## src/tmc_pkg.sv

```systemverilog
// shared constants for the tx monitor and cdr control register bank
package tmc_pkg;
  localparam int unsigned REG_W   = 8;
  localparam int unsigned IDX_W   = 6;
  localparam int unsigned ADR_W   = 8;

  // register indices; byte address is four times the index
  localparam logic [5:0] IDX_BIAS_THR    = 6'h11;
  localparam logic [5:0] IDX_PWR_THR     = 6'h12;
  localparam logic [5:0] IDX_RATE_CTRL   = 6'h13;
  localparam logic [5:0] IDX_RSVD_FIRST  = 6'h14;
  localparam logic [5:0] IDX_RSVD_LAST   = 6'h27;
  localparam logic [5:0] IDX_CONV_HIGH   = 6'h28;
  localparam logic [5:0] IDX_CONV_LOW    = 6'h29;
  localparam logic [5:0] IDX_LOCK_STAT   = 6'h2B;
  localparam logic [5:0] IDX_IRQ_STAT    = 6'h3C;
  localparam logic [5:0] IDX_IRQ_MASK    = 6'h3D;

  // rate_detect_control fields
  localparam int unsigned RC_MODE_LSB    = 6;
  localparam int unsigned RC_FORCE_ON    = 5;
  localparam int unsigned RC_FORCE_OFF   = 4;
  localparam int unsigned RC_FL_OFF      = 3;
  localparam int unsigned RC_DIV_LSB     = 0;

  localparam logic [1:0] MODE_AUTO       = 2'h0;
  localparam logic [1:0] MODE_FIX_10G3   = 2'h1;
  localparam logic [1:0] MODE_FIX_11G1   = 2'h2;
  localparam logic [1:0] MODE_TEST       = 2'h3;
  localparam logic [2:0] DIV_MAX_CODE    = 3'h5;

  // lock_fault_status fields
  localparam int unsigned LS_RAW         = 7;
  localparam int unsigned LS_LATCHED     = 6;
  localparam int unsigned LS_FAULT       = 5;
  localparam int unsigned LS_DRV_DIS     = 4;

  // interrupt status bits
  localparam int unsigned IRQ_N          = 4;
  localparam int unsigned IRQ_BIAS       = 0;
  localparam int unsigned IRQ_PWR        = 1;
  localparam int unsigned IRQ_UNLOCK     = 2;
  localparam int unsigned IRQ_CONV       = 3;

  localparam logic [7:0] RST_REG         = 8'h00;
  localparam logic [9:0] RST_CONV        = 10'h000;
  localparam logic [3:0] RST_IRQ         = 4'h0;
endpackage

```

## src/tmc_fault_mon.sv

```systemverilog
// one threshold fault monitor, digital compare or analog comparator path
`timescale 1ns/1ps
module tmc_fault_mon #(
  parameter int unsigned THR_W = 8
) (
  input  wire logic             clk_i,
  input  wire logic             rst_i,
  input  wire logic             ce_i,
  input  wire logic             digital_sel_i,
  input  wire logic [THR_W-1:0] current_i,
  input  wire logic [THR_W-1:0] threshold_i,
  input  wire logic             analog_fault_i,
  output logic                  fault_o
);
  initial begin
    if (THR_W < 1) $error("threshold width must be at least one");
  end

  // threshold only counts when the digital path is chosen
  always_ff @(posedge clk_i) begin
    if (rst_i) begin
      fault_o <= 1'b0;
    end else if (ce_i) begin
      fault_o <= digital_sel_i ? (current_i >= threshold_i) : analog_fault_i;
    end
  end
endmodule

```

## src/tmc_regs.sv

```systemverilog
// tx monitor thresholds, rate detect control, converter result and lock status bank
// Notes on behaviour
// - digital bias monitor faults when bias current reaches the bias threshold
// - digital photodiode monitor faults when photodiode current reaches the power threshold
// - mode code: 00 auto, 01 fixed 10.3G, 10 fixed 11.1G, 11 test
// - force-on bit keeps the frequency detector enabled unless force-off is set, else automatic
// - force-off bit keeps the frequency detector disabled, else automatic
// - fast lock runs while its disable bit is 0, off when 1
// - divider code 000 full rate, 001..101 divide by 2 to 32
// - reset clears threshold and rate control registers to zero
// - reserved range reads zero and ignores writes
// - converter bits 9:2 in high register, bits 1:0 in low register
// - low register upper six bits read zero; both results zero after reset
// - bias select 1 picks digital monitor, 0 the analog one
// - photodiode select 1 picks digital monitor, 0 the analog one
// - latched lock bit drops with raw status, holds, restored by read
//
// The Wishbone register port was decided locally.
`timescale 1ns/1ps
module tmc_regs #(
  parameter int unsigned CONV_W = 10
) (
  input  wire logic        clk_i,
  input  wire logic        rst_i,
  input  wire logic        ce_i,
  input  wire logic        cyc_i,
  input  wire logic        stb_i,
  input  wire logic        we_i,
  input  wire logic [7:0]  adr_i,
  input  wire logic [3:0]  sel_i,
  input  wire logic [31:0] dat_i,
  output logic [31:0]      dat_o,
  output logic             ack_o,
  input  wire logic [7:0]  bias_current_i,
  input  wire logic [7:0]  pd_current_i,
  input  wire logic        bias_monitor_pin_i,
  input  wire logic        pd_monitor_pin_i,
  input  wire logic        digital_bias_monitor_select_i,
  input  wire logic        digital_pd_monitor_select_i,
  input  wire logic        fd_auto_enable_i,
  input  wire logic        cdr_lock_status_i,
  input  wire logic        driver_disabled_i,
  input  wire logic        conv_valid_i,
  input  wire logic [9:0]  conv_data_i,
  output logic             bias_fault_o,
  output logic             power_fault_o,
  output logic [1:0]       rate_detect_mode_o,
  output logic             rate_test_mode_o,
  output logic             freq_detector_enable_o,
  output logic             fast_lock_en_o,
  output logic [2:0]       rate_divider_select_o,
  output logic             irq_o
);
  initial begin
    if (CONV_W != 10) $error("converter result layout serves only 10 bits");
  end

  ////////////////////////////////////////////////////////////////////////////////
  // bus decode
  logic [5:0] idx;
  logic       req;
  logic       wr_acc;
  logic       rd_acc;
  assign idx    = adr_i[7:2];
  assign req    = cyc_i && stb_i && !ack_o;
  // writes need lane 0 since every register sits in the low byte
  assign wr_acc = ce_i && req && we_i && sel_i[0];
  assign rd_acc = ce_i && req && !we_i;

  logic [7:0]        bias_thr_q;
  logic [7:0]        pwr_thr_q;
  logic [7:0]        rate_ctrl_q;
  logic [CONV_W-1:0] conv_q;
  logic [1:0]        conv_low_q;
  logic              conv_hold_q;
  logic              raw_q;
  logic              latched_q;
  logic [3:0]        irq_stat_q;
  logic [3:0]        irq_mask_q;
  logic [3:0]        irq_evt;
  logic [1:0]        fault;
  logic [1:0]        fault_prev_q;

  always_ff @(posedge clk_i) begin
    if (rst_i) begin
      bias_thr_q  <= tmc_pkg::RST_REG;
      pwr_thr_q   <= tmc_pkg::RST_REG;
      rate_ctrl_q <= tmc_pkg::RST_REG;
    end else if (wr_acc) begin
      unique case (idx)
        tmc_pkg::IDX_BIAS_THR:  bias_thr_q  <= dat_i[7:0];
        tmc_pkg::IDX_PWR_THR:   pwr_thr_q   <= dat_i[7:0];
        tmc_pkg::IDX_RATE_CTRL: rate_ctrl_q <= dat_i[7:0];
        default: ;
      endcase
    end
  end

  always_ff @(posedge clk_i) begin
    if (rst_i) begin
      irq_mask_q <= tmc_pkg::RST_IRQ;
    end else if (wr_acc && idx == tmc_pkg::IDX_IRQ_MASK) begin
      irq_mask_q <= dat_i[3:0];
    end
  end

  ////////////////////////////////////////////////////////////////////////////////
  // read mux and acknowledge, one wait state
  logic [7:0] rdata;
  always_comb begin
    rdata = 8'h00;
    unique case (idx)
      tmc_pkg::IDX_BIAS_THR:  rdata = bias_thr_q;
      tmc_pkg::IDX_PWR_THR:   rdata = pwr_thr_q;
      tmc_pkg::IDX_RATE_CTRL: rdata = rate_ctrl_q;
      tmc_pkg::IDX_CONV_HIGH: rdata = conv_q[9:2];
      tmc_pkg::IDX_CONV_LOW:  rdata = {6'h00, conv_low_q};
      tmc_pkg::IDX_LOCK_STAT: rdata = {raw_q, latched_q, fault[0] | fault[1], driver_disabled_i, 4'h0};
      tmc_pkg::IDX_IRQ_STAT:  rdata = {4'h0, irq_stat_q};
      tmc_pkg::IDX_IRQ_MASK:  rdata = {4'h0, irq_mask_q};
      default:                rdata = 8'h00;
    endcase
  end

  always_ff @(posedge clk_i) begin
    if (rst_i) begin
      ack_o <= 1'b0;
      dat_o <= 32'h0000_0000;
    end else if (ce_i) begin
      ack_o <= req;
      if (rd_acc) begin
        dat_o <= {24'h00_0000, rdata};
      end
    end
  end

  ////////////////////////////////////////////////////////////////////////////////
  // converter result with snapshot of the low bits
  always_ff @(posedge clk_i) begin
    if (rst_i) begin
      conv_q <= tmc_pkg::RST_CONV;
    end else if (ce_i && conv_valid_i) begin
      conv_q <= conv_data_i;
    end
  end

  // held from the high-byte read until the low read, so no conversion tears the pair
  always_ff @(posedge clk_i) begin
    if (rst_i) begin
      conv_hold_q <= 1'b0;
    end else if (rd_acc && idx == tmc_pkg::IDX_CONV_HIGH) begin
      conv_hold_q <= 1'b1;
    end else if (rd_acc && idx == tmc_pkg::IDX_CONV_LOW) begin
      conv_hold_q <= 1'b0;
    end
  end

  // low bits freeze at the high-byte read; the low read catches up with the latest result
  always_ff @(posedge clk_i) begin
    if (rst_i) begin
      conv_low_q <= 2'h0;
    end else if (rd_acc && idx == tmc_pkg::IDX_CONV_HIGH) begin
      conv_low_q <= conv_q[1:0];
    end else if (ce_i && conv_valid_i && (!conv_hold_q || (rd_acc && idx == tmc_pkg::IDX_CONV_LOW))) begin
      conv_low_q <= conv_data_i[1:0];
    end else if (rd_acc && idx == tmc_pkg::IDX_CONV_LOW) begin
      conv_low_q <= conv_q[1:0];
    end
  end

  ////////////////////////////////////////////////////////////////////////////////
  // lock status: bit 7 is 1 while unlocked
  always_ff @(posedge clk_i) begin
    if (rst_i) begin
      raw_q <= 1'b0;
    end else if (ce_i) begin
      raw_q <= cdr_lock_status_i;
    end
  end

  // a low raw level in the read cycle keeps the latch low
  always_ff @(posedge clk_i) begin
    if (rst_i) begin
      latched_q <= 1'b0;
    end else if (ce_i) begin
      if (!raw_q) begin
        latched_q <= 1'b0;
      end else if (rd_acc && idx == tmc_pkg::IDX_LOCK_STAT) begin
        latched_q <= 1'b1;
      end
    end
  end

  ////////////////////////////////////////////////////////////////////////////////
  // fault monitors
  logic [1:0] mon_sel;
  logic [7:0] mon_cur [2];
  logic [7:0] mon_thr [2];
  logic [1:0] mon_pin;
  assign mon_sel    = {digital_pd_monitor_select_i, digital_bias_monitor_select_i};
  assign mon_cur[0] = bias_current_i;
  assign mon_cur[1] = pd_current_i;
  assign mon_thr[0] = bias_thr_q;
  assign mon_thr[1] = pwr_thr_q;
  assign mon_pin    = {pd_monitor_pin_i, bias_monitor_pin_i};

  for (genvar g = 0; g < 2; g++) begin : g_mon
    tmc_fault_mon #(
      .THR_W(tmc_pkg::REG_W)
    ) u_mon (
      .clk_i          (clk_i),
      .rst_i          (rst_i),
      .ce_i           (ce_i),
      .digital_sel_i  (mon_sel[g]),
      .current_i      (mon_cur[g]),
      .threshold_i    (mon_thr[g]),
      .analog_fault_i (mon_pin[g]),
      .fault_o        (fault[g])
    );
  end

  always_ff @(posedge clk_i) begin
    if (rst_i) begin
      bias_fault_o  <= 1'b0;
      power_fault_o <= 1'b0;
      fault_prev_q  <= 2'h0;
    end else if (ce_i) begin
      bias_fault_o  <= fault[0];
      power_fault_o <= fault[1];
      fault_prev_q  <= fault;
    end
  end

  ////////////////////////////////////////////////////////////////////////////////
  // rate detect and cdr controls
  logic [1:0] mode;
  logic       force_on;
  logic       force_off;
  assign mode      = rate_ctrl_q[tmc_pkg::RC_MODE_LSB +: 2];
  assign force_on  = rate_ctrl_q[tmc_pkg::RC_FORCE_ON];
  assign force_off = rate_ctrl_q[tmc_pkg::RC_FORCE_OFF];

  // software must keep off the test code; hardware only flags it
  always_ff @(posedge clk_i) begin
    if (rst_i) begin
      rate_detect_mode_o     <= tmc_pkg::MODE_AUTO;
      rate_test_mode_o       <= 1'b0;
      freq_detector_enable_o <= 1'b0;
      fast_lock_en_o         <= 1'b1;
      rate_divider_select_o  <= 3'h0;
    end else if (ce_i) begin
      rate_detect_mode_o     <= mode;
      rate_test_mode_o       <= (mode == tmc_pkg::MODE_TEST);
      // off wins a conflict: a stuck-on detector is the worse failure
      freq_detector_enable_o <= force_off ? 1'b0 : (force_on ? 1'b1 : fd_auto_enable_i);
      fast_lock_en_o         <= !rate_ctrl_q[tmc_pkg::RC_FL_OFF];
      // undefined codes 110 and 111 fall back to full rate
      rate_divider_select_o  <= (rate_ctrl_q[2:0] > tmc_pkg::DIV_MAX_CODE) ? 3'h0 : rate_ctrl_q[2:0];
    end
  end

  ////////////////////////////////////////////////////////////////////////////////
  // interrupts: sticky, write one to clear, set wins
  assign irq_evt[tmc_pkg::IRQ_BIAS]   = fault[0] && !fault_prev_q[0];
  assign irq_evt[tmc_pkg::IRQ_PWR]    = fault[1] && !fault_prev_q[1];
  assign irq_evt[tmc_pkg::IRQ_UNLOCK] = cdr_lock_status_i && !raw_q;
  assign irq_evt[tmc_pkg::IRQ_CONV]   = conv_valid_i;

  always_ff @(posedge clk_i) begin
    if (rst_i) begin
      irq_stat_q <= tmc_pkg::RST_IRQ;
      irq_o      <= 1'b0;
    end else if (ce_i) begin
      if (req && we_i && sel_i[0] && idx == tmc_pkg::IDX_IRQ_STAT) begin
        irq_stat_q <= (irq_stat_q & ~dat_i[3:0]) | irq_evt;
      end else begin
        irq_stat_q <= irq_stat_q | irq_evt;
      end
      irq_o <= |(irq_stat_q & irq_mask_q);
    end
  end
endmodule
```

## config.mk

```make
export PLATFORM = sky130hd
export DESIGN_NAME = tmc_regs
export DESIGN_NICKNAME = d
export VERILOG_FILES = /design/src/tmc_pkg.sv /design/src/tmc_fault_mon.sv /design/src/tmc_regs.sv
export SDC_FILE = /design/constraint.sdc
export NUM_CORES = 1
export LEC_CHECK = 0
export BUFFER_PORTS_ARGS = -buffer_cell sky130_fd_sc_hd__buf_4
export CAP_MARGIN = 40
export CORE_MARGIN = 2
export CORE_UTILIZATION = 45
export DETAILED_ROUTE_END_ITERATION = 12
export PLACE_DENSITY = 0.82
export SYNTH_ARGS = -nofsm -noshare
export SYNTH_HDL_FRONTEND = slang
export SYNTH_SLANG_ARGS = --single-unit
```

## constraint.sdc

```tcl
create_clock -name clk_i -period 3.81 [get_ports clk_i]
set_input_delay 0.1905 -clock clk_i [delete_from_list [all_inputs] [get_ports clk_i]]
set_output_delay 0.1905 -clock clk_i [all_outputs]
set_load 0.02 [all_outputs]
```

* Yosys cells after proc, flatten, opt, wreduce, memory -nomap -nowiden
Index checks and enable logic that the tools add are counted.
** Operators by class
- Equality and inequality tests :: 10
- Reduce and logical (&&, ||, !) cells :: 34
- Bitwise logic cells :: 6
- Mux-type cells :: 14
- $lt $le $gt $ge :: 3
** Operators with widths (number)
- one-hot mux 8 bit (8 select lines) :: 1
- == test 6 bit (second input constant) :: 5
- == test 6 x 5 -> 1 bit (second input constant) :: 3
- logical AND 1 bit :: 18
- greater-or-equal comparator 8 bit :: 2
- AND reduction 2 bit :: 5
- bitwise AND 4 bit :: 2
- 2-to-1 mux 1 bit :: 8
- bitwise OR 4 bit :: 2
- zero test 1 bit :: 7
- 2-to-1 mux 2 bit :: 3
- 2-to-1 mux 4 bit :: 1
- inverter 4 bit :: 1
- OR reduction 4 bit :: 1
- greater-than comparator 3 bit (second input constant) :: 1
- 2-to-1 mux 3 bit :: 1
- nonzero test 3 bit :: 1
- == test 2 bit (second input constant) :: 1
- != test 2 x 1 -> 1 bit (second input constant) :: 1
- nonzero test 2 bit :: 1
- logical OR 1 bit :: 1
- bitwise OR 1 bit :: 1
** Word-level totals
- Output and inout port bits :: 44
- Flip-flop bits (word level) :: 71

* Longest topological paths before layout
Gate-level depths: netlist of run 1.
- Word-level depth :: 9
- Depth in mapped cells :: 7
- Depth with buffers taken out :: 6

* By module
From an unflattened synthesis of run 1, not the netlist that was laid out.
** Unflattened totals
- Cell total of the unflattened synthesis :: 405
- Area, all modules :: 3629.7 um^2
** By module, submodules not included
- tmc_regs :: cells each 343, instances 1, area an instance 3139.3 um^2, seq. area each 1341.3 um^2
- tmc_fault_mon :: cells each 31, instances 2, area an instance 245.2 um^2, seq. area each 20.0 um^2

* Worst setup path after synthesis of run 1
OpenSTA, ideal clock, no wires.
- Path kind :: flip-flop to flip-flop
- Start :: register ack_o
- End :: register conv_low_q[1]
- Clock period less this slack :: 1922 ps
- Path buffers :: 0
- Path slack :: 1888 ps
- Arrival time :: 1837 ps
- Setup time :: 86 ps
- Required time :: 3724 ps
- Stages on the path, launching flop included :: 5
- Cell sequence :: dfxtp_1 nand4b_2 nor4_1 mux2_2 a211oi_1
** On the way
- Longest elaborated chain between the ends :: 9
- Elaborated cells between the ends (all ways) :: 11
- Those cells by class :: mux: 2; reduce/logical: 9
** Ends and longest elaborated chain
- start: declaration :: line tmc_regs.sv:33 : output logic ack_o,
- start signal: assignment :: line tmc_regs.sv:130 : ack_o <= req;
- zero test 1 bit * :: line tmc_regs.sv:65 : assign req = cyc_i && stb_i && !ack_o;
- logical AND 1 bit * :: line tmc_regs.sv:65
- logical AND 1 bit * (2 in a row) :: line tmc_regs.sv:68 : assign rd_acc = ce_i && req && !we_i;
- logical AND 1 bit :: line tmc_regs.sv:164, tmc_regs.sv:166
- logical OR 1 bit :: line tmc_regs.sv:164 : end else if (ce_i && conv_valid_i && (!conv_hold_q || (rd_acc && idx == tmc_pkg::IDX_CONV_LOW))) begin
- logical AND 1 bit :: line tmc_regs.sv:164
- 2-to-1 mux 2 bit :: line tmc_regs.sv:164
- 2-to-1 mux 2 bit :: line tmc_regs.sv:162 : end else if (rd_acc && idx == tmc_pkg::IDX_CONV_HIGH) begin
- end signal: assignment :: line tmc_regs.sv:163 : conv_low_q <= conv_q[1:0];
- end signal: assignment :: line tmc_regs.sv:165 : conv_low_q <= conv_data_i[1:0];
- end signal: assignment :: line tmc_regs.sv:167 : conv_low_q <= conv_q[1:0];
- end: declaration :: line tmc_regs.sv:74 : logic [1:0] conv_low_q;
Every way passes the cells marked *; elsewhere a longest branch is shown, timed or not.
A chain may end at the register's enable or synchronous reset.

* Final worst setup path of run 1
Same ends and word-level chain as after synthesis.

==> results.cfg, run 1 <==
[detailed_routing]
drc = 0
via_per_inst = 5.400
wl_per_cell_um = 14.98
drt_iter0_drc = 236
vias = 3121
routed_wl_mm = 8.658
drtAntennaViolNets = 0
dr.pass1.iters = 4

[die]
pin_count = 128
coreArea_mm2 = 0.007727
die_h_um = 93.38
die_area_mm2 = 0.008719
die_x_um = 93.38
rows = 32
start_util_pct = 46.52

[global_routing]
antenna_found_initial = 0
overflow = 0
first_global_vias = 2975
groute.usage.overall_pct = 20.68
grt_pass1_wl_mm = 14.06
grt_max_degree = 64

[power]
clkPwrFrac_pct = 37.0
switching_share_pct = 25.34
p_sw_w = 0.0003714
seq_power_share_pct = 50.8
leakage_nw = 1.696
pwr_density_cell_mw_per_mm2 = 341.5
power.total_w = 0.001466
internal-power_w = 0.001094
power.share.combinational_pct = 12.2
ir_worst_vdd_uv = 217.8

[clocking]
clk_pin_slew_ns = 0.07
cts_buffers = 9
clock_latency_ns = 0.35
cts_tree = built
clockRootBuffer = clkbuf_8
cts.hold.buffers_added = 0
h-tree-depth = 3
clockBufferDepth = 2
cts_num_sinks = 69
cts_resized = 0
cts_setup_buffers = 0

[critical_path]
critPathArrivalTime_ns = 2.47
crit_family = simple AND/OR/NAND/NOR gates
rr_startpoint = ack_o
path_max_fanout = 10
cp-start-kind = flip-flop
crit_required_ns = 4.07
end_kind = flip-flop
critPathSlowestCell = nor4_1
r2r_cells = 4
critPathBufInv = 0
path_cells = nand4b_2 -> nor4_1 -> mux2_2 -> a211oi_1
crit_type = flip-flop to flip-flop
r2r_slack_ns = 1.60
reg2reg_to = conv_low_q[1]
slowest_delay_ns = 0.77

[placement]
io_buffers = 74
dp_hpwl_mm = 6.377
gp_congestion = 0.8283
dp_cells = 563

[synthesis]
synthDistinctLibCells = 45
yosys_warnings = 0
synth.yosys.seq_area_share_pct = 38.43
synth_ff_type = dfxtp_1
synth_area_mm2 = 0.003595
async_flop_share_pct = 0
post_synth.cell_area_avg_um2 = 8.832
netlist_instances = 407
synth_seq_cells = 69
synth_edf_count = 0

[final_layout]
fin_nets = 572
final_cells = 578
fin_util_pct = 55.54
syn_to_final_growth_pct = 19.39
diodes = 0
drive_gt1_share_pct = 22.06

[run_status]
status = finished clean

[timing]
setup_viol = 0
fmaxAchievable_ghz = 0.4530
period_share_pct = 57.93
slew_headroom_pct = 43.25
worst_pin_slew_ns = 0.8448
fin_skew_ns = 0.008227
hold_viol = 0
hold_ws_ns = 0.09211
finalCriticalPeriod_ns = 2.207
rsz0062_at_grt = false
setup_tns_ns = 0
slew_violations = 0

[flow_run]
drv_cap = 0

[hold_path]
hold_end = conv_q[4]
hold_path_class = primary input to flip-flop
min_path_cells = 3
worstHoldStart = conv_data_i[4]
final cells by class:
class	instances	area [um^2]
Timing Repair Buffer	75	563.0
Multi-Input combinational cell	295	1959
Clock buffer	14	172.7
Fill cell	697	3436
Clock inverter	1	5.005
Sequential cell	69	1381
Inverter	22	82.58
Tap cell	102	127.6
power groups by stage:
stage	combinational [W]	clock, W	sequential (W)
3_3_place_gp	0.000173	0	0.000761
4_1_cts	0.000178	0.000551	0.000745
5_1_grt	0.000198	0.000584	0.000746
6_report	0.000179	0.000542	0.000745
2_1_floorplan	0.000121	0	0.000761
3_5_place_dp	0.000178	0	0.000761
cells in the mapped netlist, types with 5 or more instances:
library cell | number | area [um^2]
dfxtp_1 | 69 | 1381
nor2_1 | 56 | 210.2
mux2i_1 | 35 | 350.3
a21oi_1 | 28 | 140.1
nand2_1 | 27 | 101.4
buf_4 | 24 | 180.2
inv_1 | 22 | 82.58
clkbuf_1 | 16 | 60.06
ha_1 | 16 | 200.2
o21ai_0 | 16 | 80.08
mux2_2 | 12 | 135.1
a22oi_1 | 9 | 67.56
o2bb2ai_1 | 8 | 70.07
nand4_1 | 7 | 43.79
nand2b_1 | 6 | 37.54
o22ai_1 | 5 | 31.28
stage by stage:
stage	worst slack (ns)	instance area, um^2
after global placement	1.511	4114
after global routing	1.503	4292
final	1.603	4292
after CTS	1.604	4292
after floorplan	1.888	3681
after detailed placement	1.446	4114
registers in the layout (all words and copies together), names as in the netlist, 2 cells and up:
signal                 flops
bias_thr_q                 8
conv_low_q                 2
conv_q                    10
dat_o                      8
g_mon.u_mon.fault_o        2
irq_mask_q                 4
irq_stat_q                 4
pwr_thr_q                  8
rate_ctrl_q                8
rate_detect_mode_o         2
rate_divider_select_o      3
cells in the final DEF, fill, tap and decap left out, drive strengths merged, types with 6 or more instances in the layout:
cell type and n:
buf 75, dfxtp 69, nor2 56, mux2i 35
a21oi 28, nand2 27, conb 24, inv 22
o21ai 16, ha 16, clkbuf 14, mux2 12
a22oi 9, o2bb2ai 8, nand4 7, nand2b 6
worst min-delay path, delay by kind of cell:
kind / cells / cell delay [ns]
buf+inv: 1 / 0.11
simple gates: 1 / 0.05
compound gates: 1 / 0.05
routing by layer:
metal | part of all wire (%) | global-route usage [%]
met5 | 0 | 0
met4 | 3.0 | 9.436
met3 | 7.4 | 4.512
met2 | 50 | 35.43
met1 | 40 | 24.67
logic make-up (layout without fill, tap and decap cells):
kind of cell               Yosys count  in the layout  share of synthesized area (%)
adders and majority gates           16             16                          5.569
DFF                                 69             69                          38.43
AOI/OAI and AO/OA                   85             85                          15.38
muxes                               47             47                          13.51
buffers and inverters               66            112                          9.641
other                                1             24                         0.1043
and+or+nand+nor                    123            123                          17.37
worst max path at each step:
stage | from | end | slack [ns] | cells after the start
3_5_place_dp | ce_i | conv_low_q[1] | 1.45 | 5
4_1_cts | ack_o | conv_low_q[1] | 1.60 | 4
2_1_floorplan | ack_o | conv_low_q[1] | 1.89 | 4
5_1_grt | ack_o | conv_low_q[1] | 1.50 | 4
3_3_place_gp | ce_i | conv_low_q[1] | 1.51 | 5
6_report | ack_o | conv_low_q[1] | 1.60 | 4
No activity file was read; power rests on OpenSTA's default activity.
==> run 2, diff against run 1 <==
- PLACE_DENSITY: 0.82 -> 0.85
- clock period: 3.81 -> 1.9 ns (I/O delays scaled with it)
==> run 2 against run 1 <==
  * Clock power increased by 130%
  * First-iteration DRC count decreased by 12%
  * Clock skew decreased by 0.00091 ns
  * Cell count increased by 3.3%
  * Combinational power increased by 120%
  * Power increased by 110%
  * Die area unchanged
  * Routed wire length increased by 8.3%
  * Count of clock-buffer cells in the layout decreased by 2
  * Design area increased by 4.5%
  * Sequential share of layout area decreased by 1.4 points
==> results.cfg, run 2 (synthesized netlist as in run 1, its figures left out) <==
[die]
die_x_um = 93.38
pin_count = 128
coreArea_mm2 = 0.007727
die_area_mm2 = 0.008719
start_util_pct = 46.52
die_h_um = 93.38
rows = 32

[detailed_routing]
vias = 3246
wl_per_cell_um = 15.71
routed_wl_mm = 9.378
drtAntennaViolNets = 0
drt_iter0_drc = 208
drc = 0
via_per_inst = 5.437
dr.pass1.iters = 5

[timing]
slew_violations = 0
slew_headroom_pct = 53.38
rsz0062_at_grt = false
finalCriticalPeriod_ns = 1.772
fmaxAchievable_ghz = 0.5642
worst_pin_slew_ns = 0.6896
fin_skew_ns = 0.007317
hold_viol = 0
setup_tns_ns = 0
setup_viol = 0
hold_ws_ns = 0.004890
period_share_pct = 93.28

[final_layout]
multi_input_area_mm2 = 0.001974
final.fill_count = 670
mostFrequentLayoutCells = 88 x buf_4, 69 x dfxtp_1, 56 x nor2_1, 35 x mux2i_1, 28 x a21oi_1
drive_gt1_share_pct = 24.65
largest_reg_flops = 10
final_common_cell = buf_4
regArea_mm2 = 0.001381
diodes = 0
fin_nets = 590
syn_to_final_growth_pct = 24.82
max_flop_register = conv_q

[clocking]
clk_pin_slew_ns = 0.07
cts_setup_buffers = 0
clock_latency_ns = 0.35
h-tree-depth = 3
cts_tree = built
clockBufferDepth = 2
clockRootBuffer = clkbuf_8
cts_buffers = 9
cts_num_sinks = 69

[critical_path]
cp-start-kind = flip-flop
crit_type = flip-flop to flip-flop
r2r_cells = 4
critPathArrivalTime_ns = 2.04
crit_required_ns = 2.16
end_kind = flip-flop
r2r_slack_ns = 0.13
rr_startpoint = ack_o
reg2reg_to = conv_low_q[1]
path_max_fanout = 8

[placement]
dp_hpwl_mm = 6.843
io_buffers = 74
gp_congestion = 0.8918

[global_routing]
grt_pass1_wl_mm = 15.27
first_global_vias = 3196
grt_max_degree = 47
overflow = 0
antenna_found_initial = 0
groute.usage.overall_pct = 22.26

[run_status]
status = finished clean

[power]
p_sw_w = 0.0007890
pwr_density_cell_mw_per_mm2 = 699.1
switching_share_pct = 25.15
leakage_nw = 1.807
power.total_w = 0.003137
seq_power_share_pct = 47.6
clkPwrFrac_pct = 39.9
ir_worst_vdd_uv = 359.4
power.share.combinational_pct = 12.4
internal-power_w = 0.002348

[hold_path]
hold_path_class = primary input to flip-flop
hold_end = raw_q
worstHoldStart = cdr_lock_status_i
min_path_cells = 3

[flow_run]
drv_cap = 0
[run 2: cell count changes in the layout (fill, tap and decap cells not counted), sizes merged]
cell	delta
clkbuf	-2
clkinv	+2
buf	+13
bufinv	+1
dlygate4sd3	+5
[run 2: timing repair]
action	CTS	global route
hold buffers	5	0
setup endpoints to repair	0	20
resized for setup	0	1
hold endpoints to repair	5	0
[run 2: worst max path at each step]
stage | slack [ns] | startpoint | to | depth (start not counted)
final | 0.13 | ack_o | conv_low_q[1] | 4
after global routing | 0.06 | ack_o | conv_low_q[1] | 4
after CTS | 0.03 | ack_o | pwr_thr_q[6] | 6
after detailed placement | 0.02 | adr_i[7] | pwr_thr_q[7] | 6
after global placement | 0.10 | adr_i[7] | pwr_thr_q[3] | 6
after floorplan | 0.04 | ack_o | irq_stat_q[3] | 4
[run 2: routing by layer]
| metal | up-vias | share of wire, % | GRT usage, % | routed length [um] |
|---|---|---|---|---|
| met3 | 20 | 7.2 | 4.190 | 674 |
| met1 | 1520 | 39 | 25.73 | 3692 |
| met2 | 147 | 52 | 39.81 | 4847 |
| met4 | 0 | 1.7 | 9.681 | 163 |
| met5 | - | 0 | 0 | 0 |
| li1 | 1559 | - | - | - |
[run 2: power groups by stage]
stage	combinational, W	sequential [W]	clock [W]
2_1_floorplan	0.000243	0.00153	0
3_3_place_gp	0.000362	0.00152	0
3_5_place_dp	0.000373	0.00153	0
4_1_cts	0.000383	0.00149	0.00125
5_1_grt	0.000425	0.00150	0.00132
6_report	0.000390	0.00149	0.00125
[run 2: worst max-delay path, stage by stage (launching register included)]
cell and delay [ns]:
dfxtp_1 0.32, nand4b_4 0.24, nor4_2 0.52, mux2_2 0.40
a211oi_1 0.21
[run 2: metrics by stage]
stage / utilization (%) / setup WS [ns] / instances / cell area (um^2)
4_1_cts: 57.95 / 0.02930 / 597 / 4478
5_1_grt: 58.06 / 0.06141 / 597 / 4487
3_5_place_dp: 54.58 / 0.02399 / 576 / 4218
3_3_place_gp: 54.58 / 0.1014 / 576 / 4218
2_1_floorplan: - / 0.03659 / 430 / 3687
6_report: 58.06 / 0.1277 / 597 / 4487
[run 2: area by class of cell]
type / count / share of cell area (%)
Multi-Input combinational cell: 295 / 44.00
Inverter: 22 / 1.840
Timing Repair Buffer: 93 / 15.84
Clock inverter: 4 / 1.004
Sequential cell: 69 / 30.79
Tap cell: 102 / 2.844
Clock buffer: 12 / 3.681
==> run 3, diff against run 2 <==
==> constraint.sdc (replaced) <==
create_clock -name clk_i -period 1.9 [get_ports clk_i]
set_input_delay 0.19 -clock clk_i [delete_from_list [all_inputs] [get_ports clk_i]]
set_output_delay 0.19 -clock clk_i [all_outputs]
set_load 0.02 [all_outputs]
==> run 3 against run 2 <==
  * Clock power is 6% lower
  * Die area did not move
  * Cell count fell by 0.50%
  * Design area fell by 1.0%
  * Register-to-register slack hardly changed
  * Routed wire length fell by 5.0%
  * Sequential share of layout area grew 0.31 points
  * Hold slack better by 0.087 ns
  * Flip-flop and latch count unchanged
  * Global-route usage down 1.4 points
  * First-iteration DRC count is 13% higher
  * Critical endpoint is now irq_stat_q[1]
  * Largest cell class unchanged
==> results.cfg, run 3 (synthesized netlist as in run 1, its figures left out) <==
[timing]
setup_viol = 0
period_share_pct = 93.31
hold_viol = 0
rsz0062_at_grt = false
slew_violations = 0
slew_headroom_pct = 53.06
hold_ws_ns = 0.09181
fin_skew_ns = 0.005369
worst_pin_slew_ns = 0.6943
fmaxAchievable_ghz = 0.5641
finalCriticalPeriod_ns = 1.773

[clocking]
clk_pin_slew_ns = 0.07
h-tree-depth = 3
cts_buffers = 9
clock_latency_ns = 0.34
clockBufferDepth = 2
cts_resized = 0
cts_setup_buffers = 0
cts.hold.buffers_added = 0
cts_tree = built
cts_num_sinks = 69
clockRootBuffer = clkbuf_8

[final_layout]
mostFrequentLayoutCells = 91 x buf_4, 69 x dfxtp_1, 56 x nor2_1, 35 x mux2i_1, 28 x a21oi_1
final_cells = 594
max_flop_register = conv_q
largest_reg_flops = 10
final_common_cell = buf_4
drive_gt1_share_pct = 24.59
syn_to_final_growth_pct = 23.56
final.fill_count = 673
fin_nets = 588
diodes = 0

[detailed_routing]
drc = 0
routed_wl_mm = 8.912
drt_iter0_drc = 235
vias = 3223
wl_per_cell_um = 15.00
drtAntennaViolNets = 0
dr.pass1.iters = 5
via_per_inst = 5.426

[critical_path]
critPathArrivalTime_ns = 1.99
crit_required_ns = 2.11
end_kind = flip-flop
slowest_delay_ns = 0.75
critPathSlowestCell = or4b_2
path_max_fanout = 8
crit_type = flip-flop to flip-flop
critPathBufInv = 0
path_cells = nand4b_4 -> or4b_2 -> o21ai_0 -> a21oi_1
cp-start-kind = flip-flop
crit_family = simple AND/OR/NAND/NOR gates

[global_routing]
grt_max_degree = 37
antenna_found_initial = 0
grt_pass1_wl_mm = 14.43
overflow = 0
groute.usage.overall_pct = 20.88
first_global_vias = 3038

[flow_run]
drv_cap = 0

[die]
die_x_um = 93.38
rows = 32
coreArea_mm2 = 0.007727
start_util_pct = 46.52
die_area_mm2 = 0.008719
pin_count = 128
die_h_um = 93.38

[power]
leakage_nw = 1.787
pwr_density_cell_mw_per_mm2 = 686.4
p_sw_w = 0.0007410
switching_share_pct = 24.30
seq_power_share_pct = 49.0
ir_worst_vdd_uv = 398.4
internal-power_w = 0.002308
clkPwrFrac_pct = 38.6
power.total_w = 0.003049
power.share.combinational_pct = 12.4

[placement]
dp_hpwl_mm = 6.798
dp_cells = 579
io_buffers = 74
gp_congestion = 0.8306

[run_status]
status = finished clean

[hold_path]
hold_path_class = primary input to flip-flop
==> run 3: changes by cell type in the layout (fill, tap and decap cells not counted) <==
| cell | previous run | this run |
|---|---|---|
| clkbuf_1 | 0 | 3 |
| clkinv_2 | 3 | 0 |
| clkbuf_8 | 12 | 11 |
| buf_4 | 88 | 91 |
| dlygate4sd3_1 | 5 | 0 |
==> run 3: tightest hold or removal path, stage by stage <==
cell,delay [ns]
buf_4,0.10
nand2_1,0.04
a21oi_1,0.05
==> run 3: power by group through the flow <==
stage | registers, W | logic (W) | clock network [W]
2_1_floorplan | 0.00153 | 0.000243 | 0
3_3_place_gp | 0.00152 | 0.000362 | 0
3_5_place_dp | 0.00153 | 0.000372 | 0
4_1_cts | 0.00149 | 0.000374 | 0.00119
5_1_grt | 0.00150 | 0.000415 | 0.00125
6_report | 0.00149 | 0.000377 | 0.00118
==> run 3: metal layers <==
layer  global-route usage [%]  routed length [um]
met5                        0                   0
met4                    9.559                 275
met3                    3.465                 561
met2                    35.67                4491
met1                    25.66                3584
==> run 3: final timing paths <==
kind	start	to	slack, ns	depth (start not counted)
worst max-delay path	ack_o	irq_stat_q[1]	0.13	4
worst min-delay path	conv_data_i[2]	conv_q[2]	0.09	3
worst max register to register	ack_o	irq_stat_q[1]	0.13	4
worst min register to register	conv_q[2]	conv_q[2]	0.46	2
==> run 3: area by class of cell <==
class                           count  area [um^2]  area share [%]
Timing Repair Buffer               91        683.2           15.38
Clock inverter                      1        30.03          0.6761
Tap cell                          102        127.6           2.873
Clock buffer                       14        162.7           3.662
Sequential cell                    69         1381           31.10
Multi-Input combinational cell    295         1974           44.45
Inverter                           22        82.58           1.859
==> run 3: metrics by stage <==
| stage | util (%) | cell area (um^2) | setup WS, ns | TNS [ns] |
|---|---|---|---|---|
| final | 57.48 | 4442 | 0.1272 | 0 |
| after global routing | 57.48 | 4442 | 0.03945 | 0 |
| after CTS | 57.37 | 4433 | 0.02426 | 0 |
| after detailed placement | 54.87 | 4240 | -0.06489 | -0.3308 |
| after global placement | 54.87 | 4240 | 0.01467 | 0 |
| after floorplan | - | 3687 | 0.03659 | 0 |
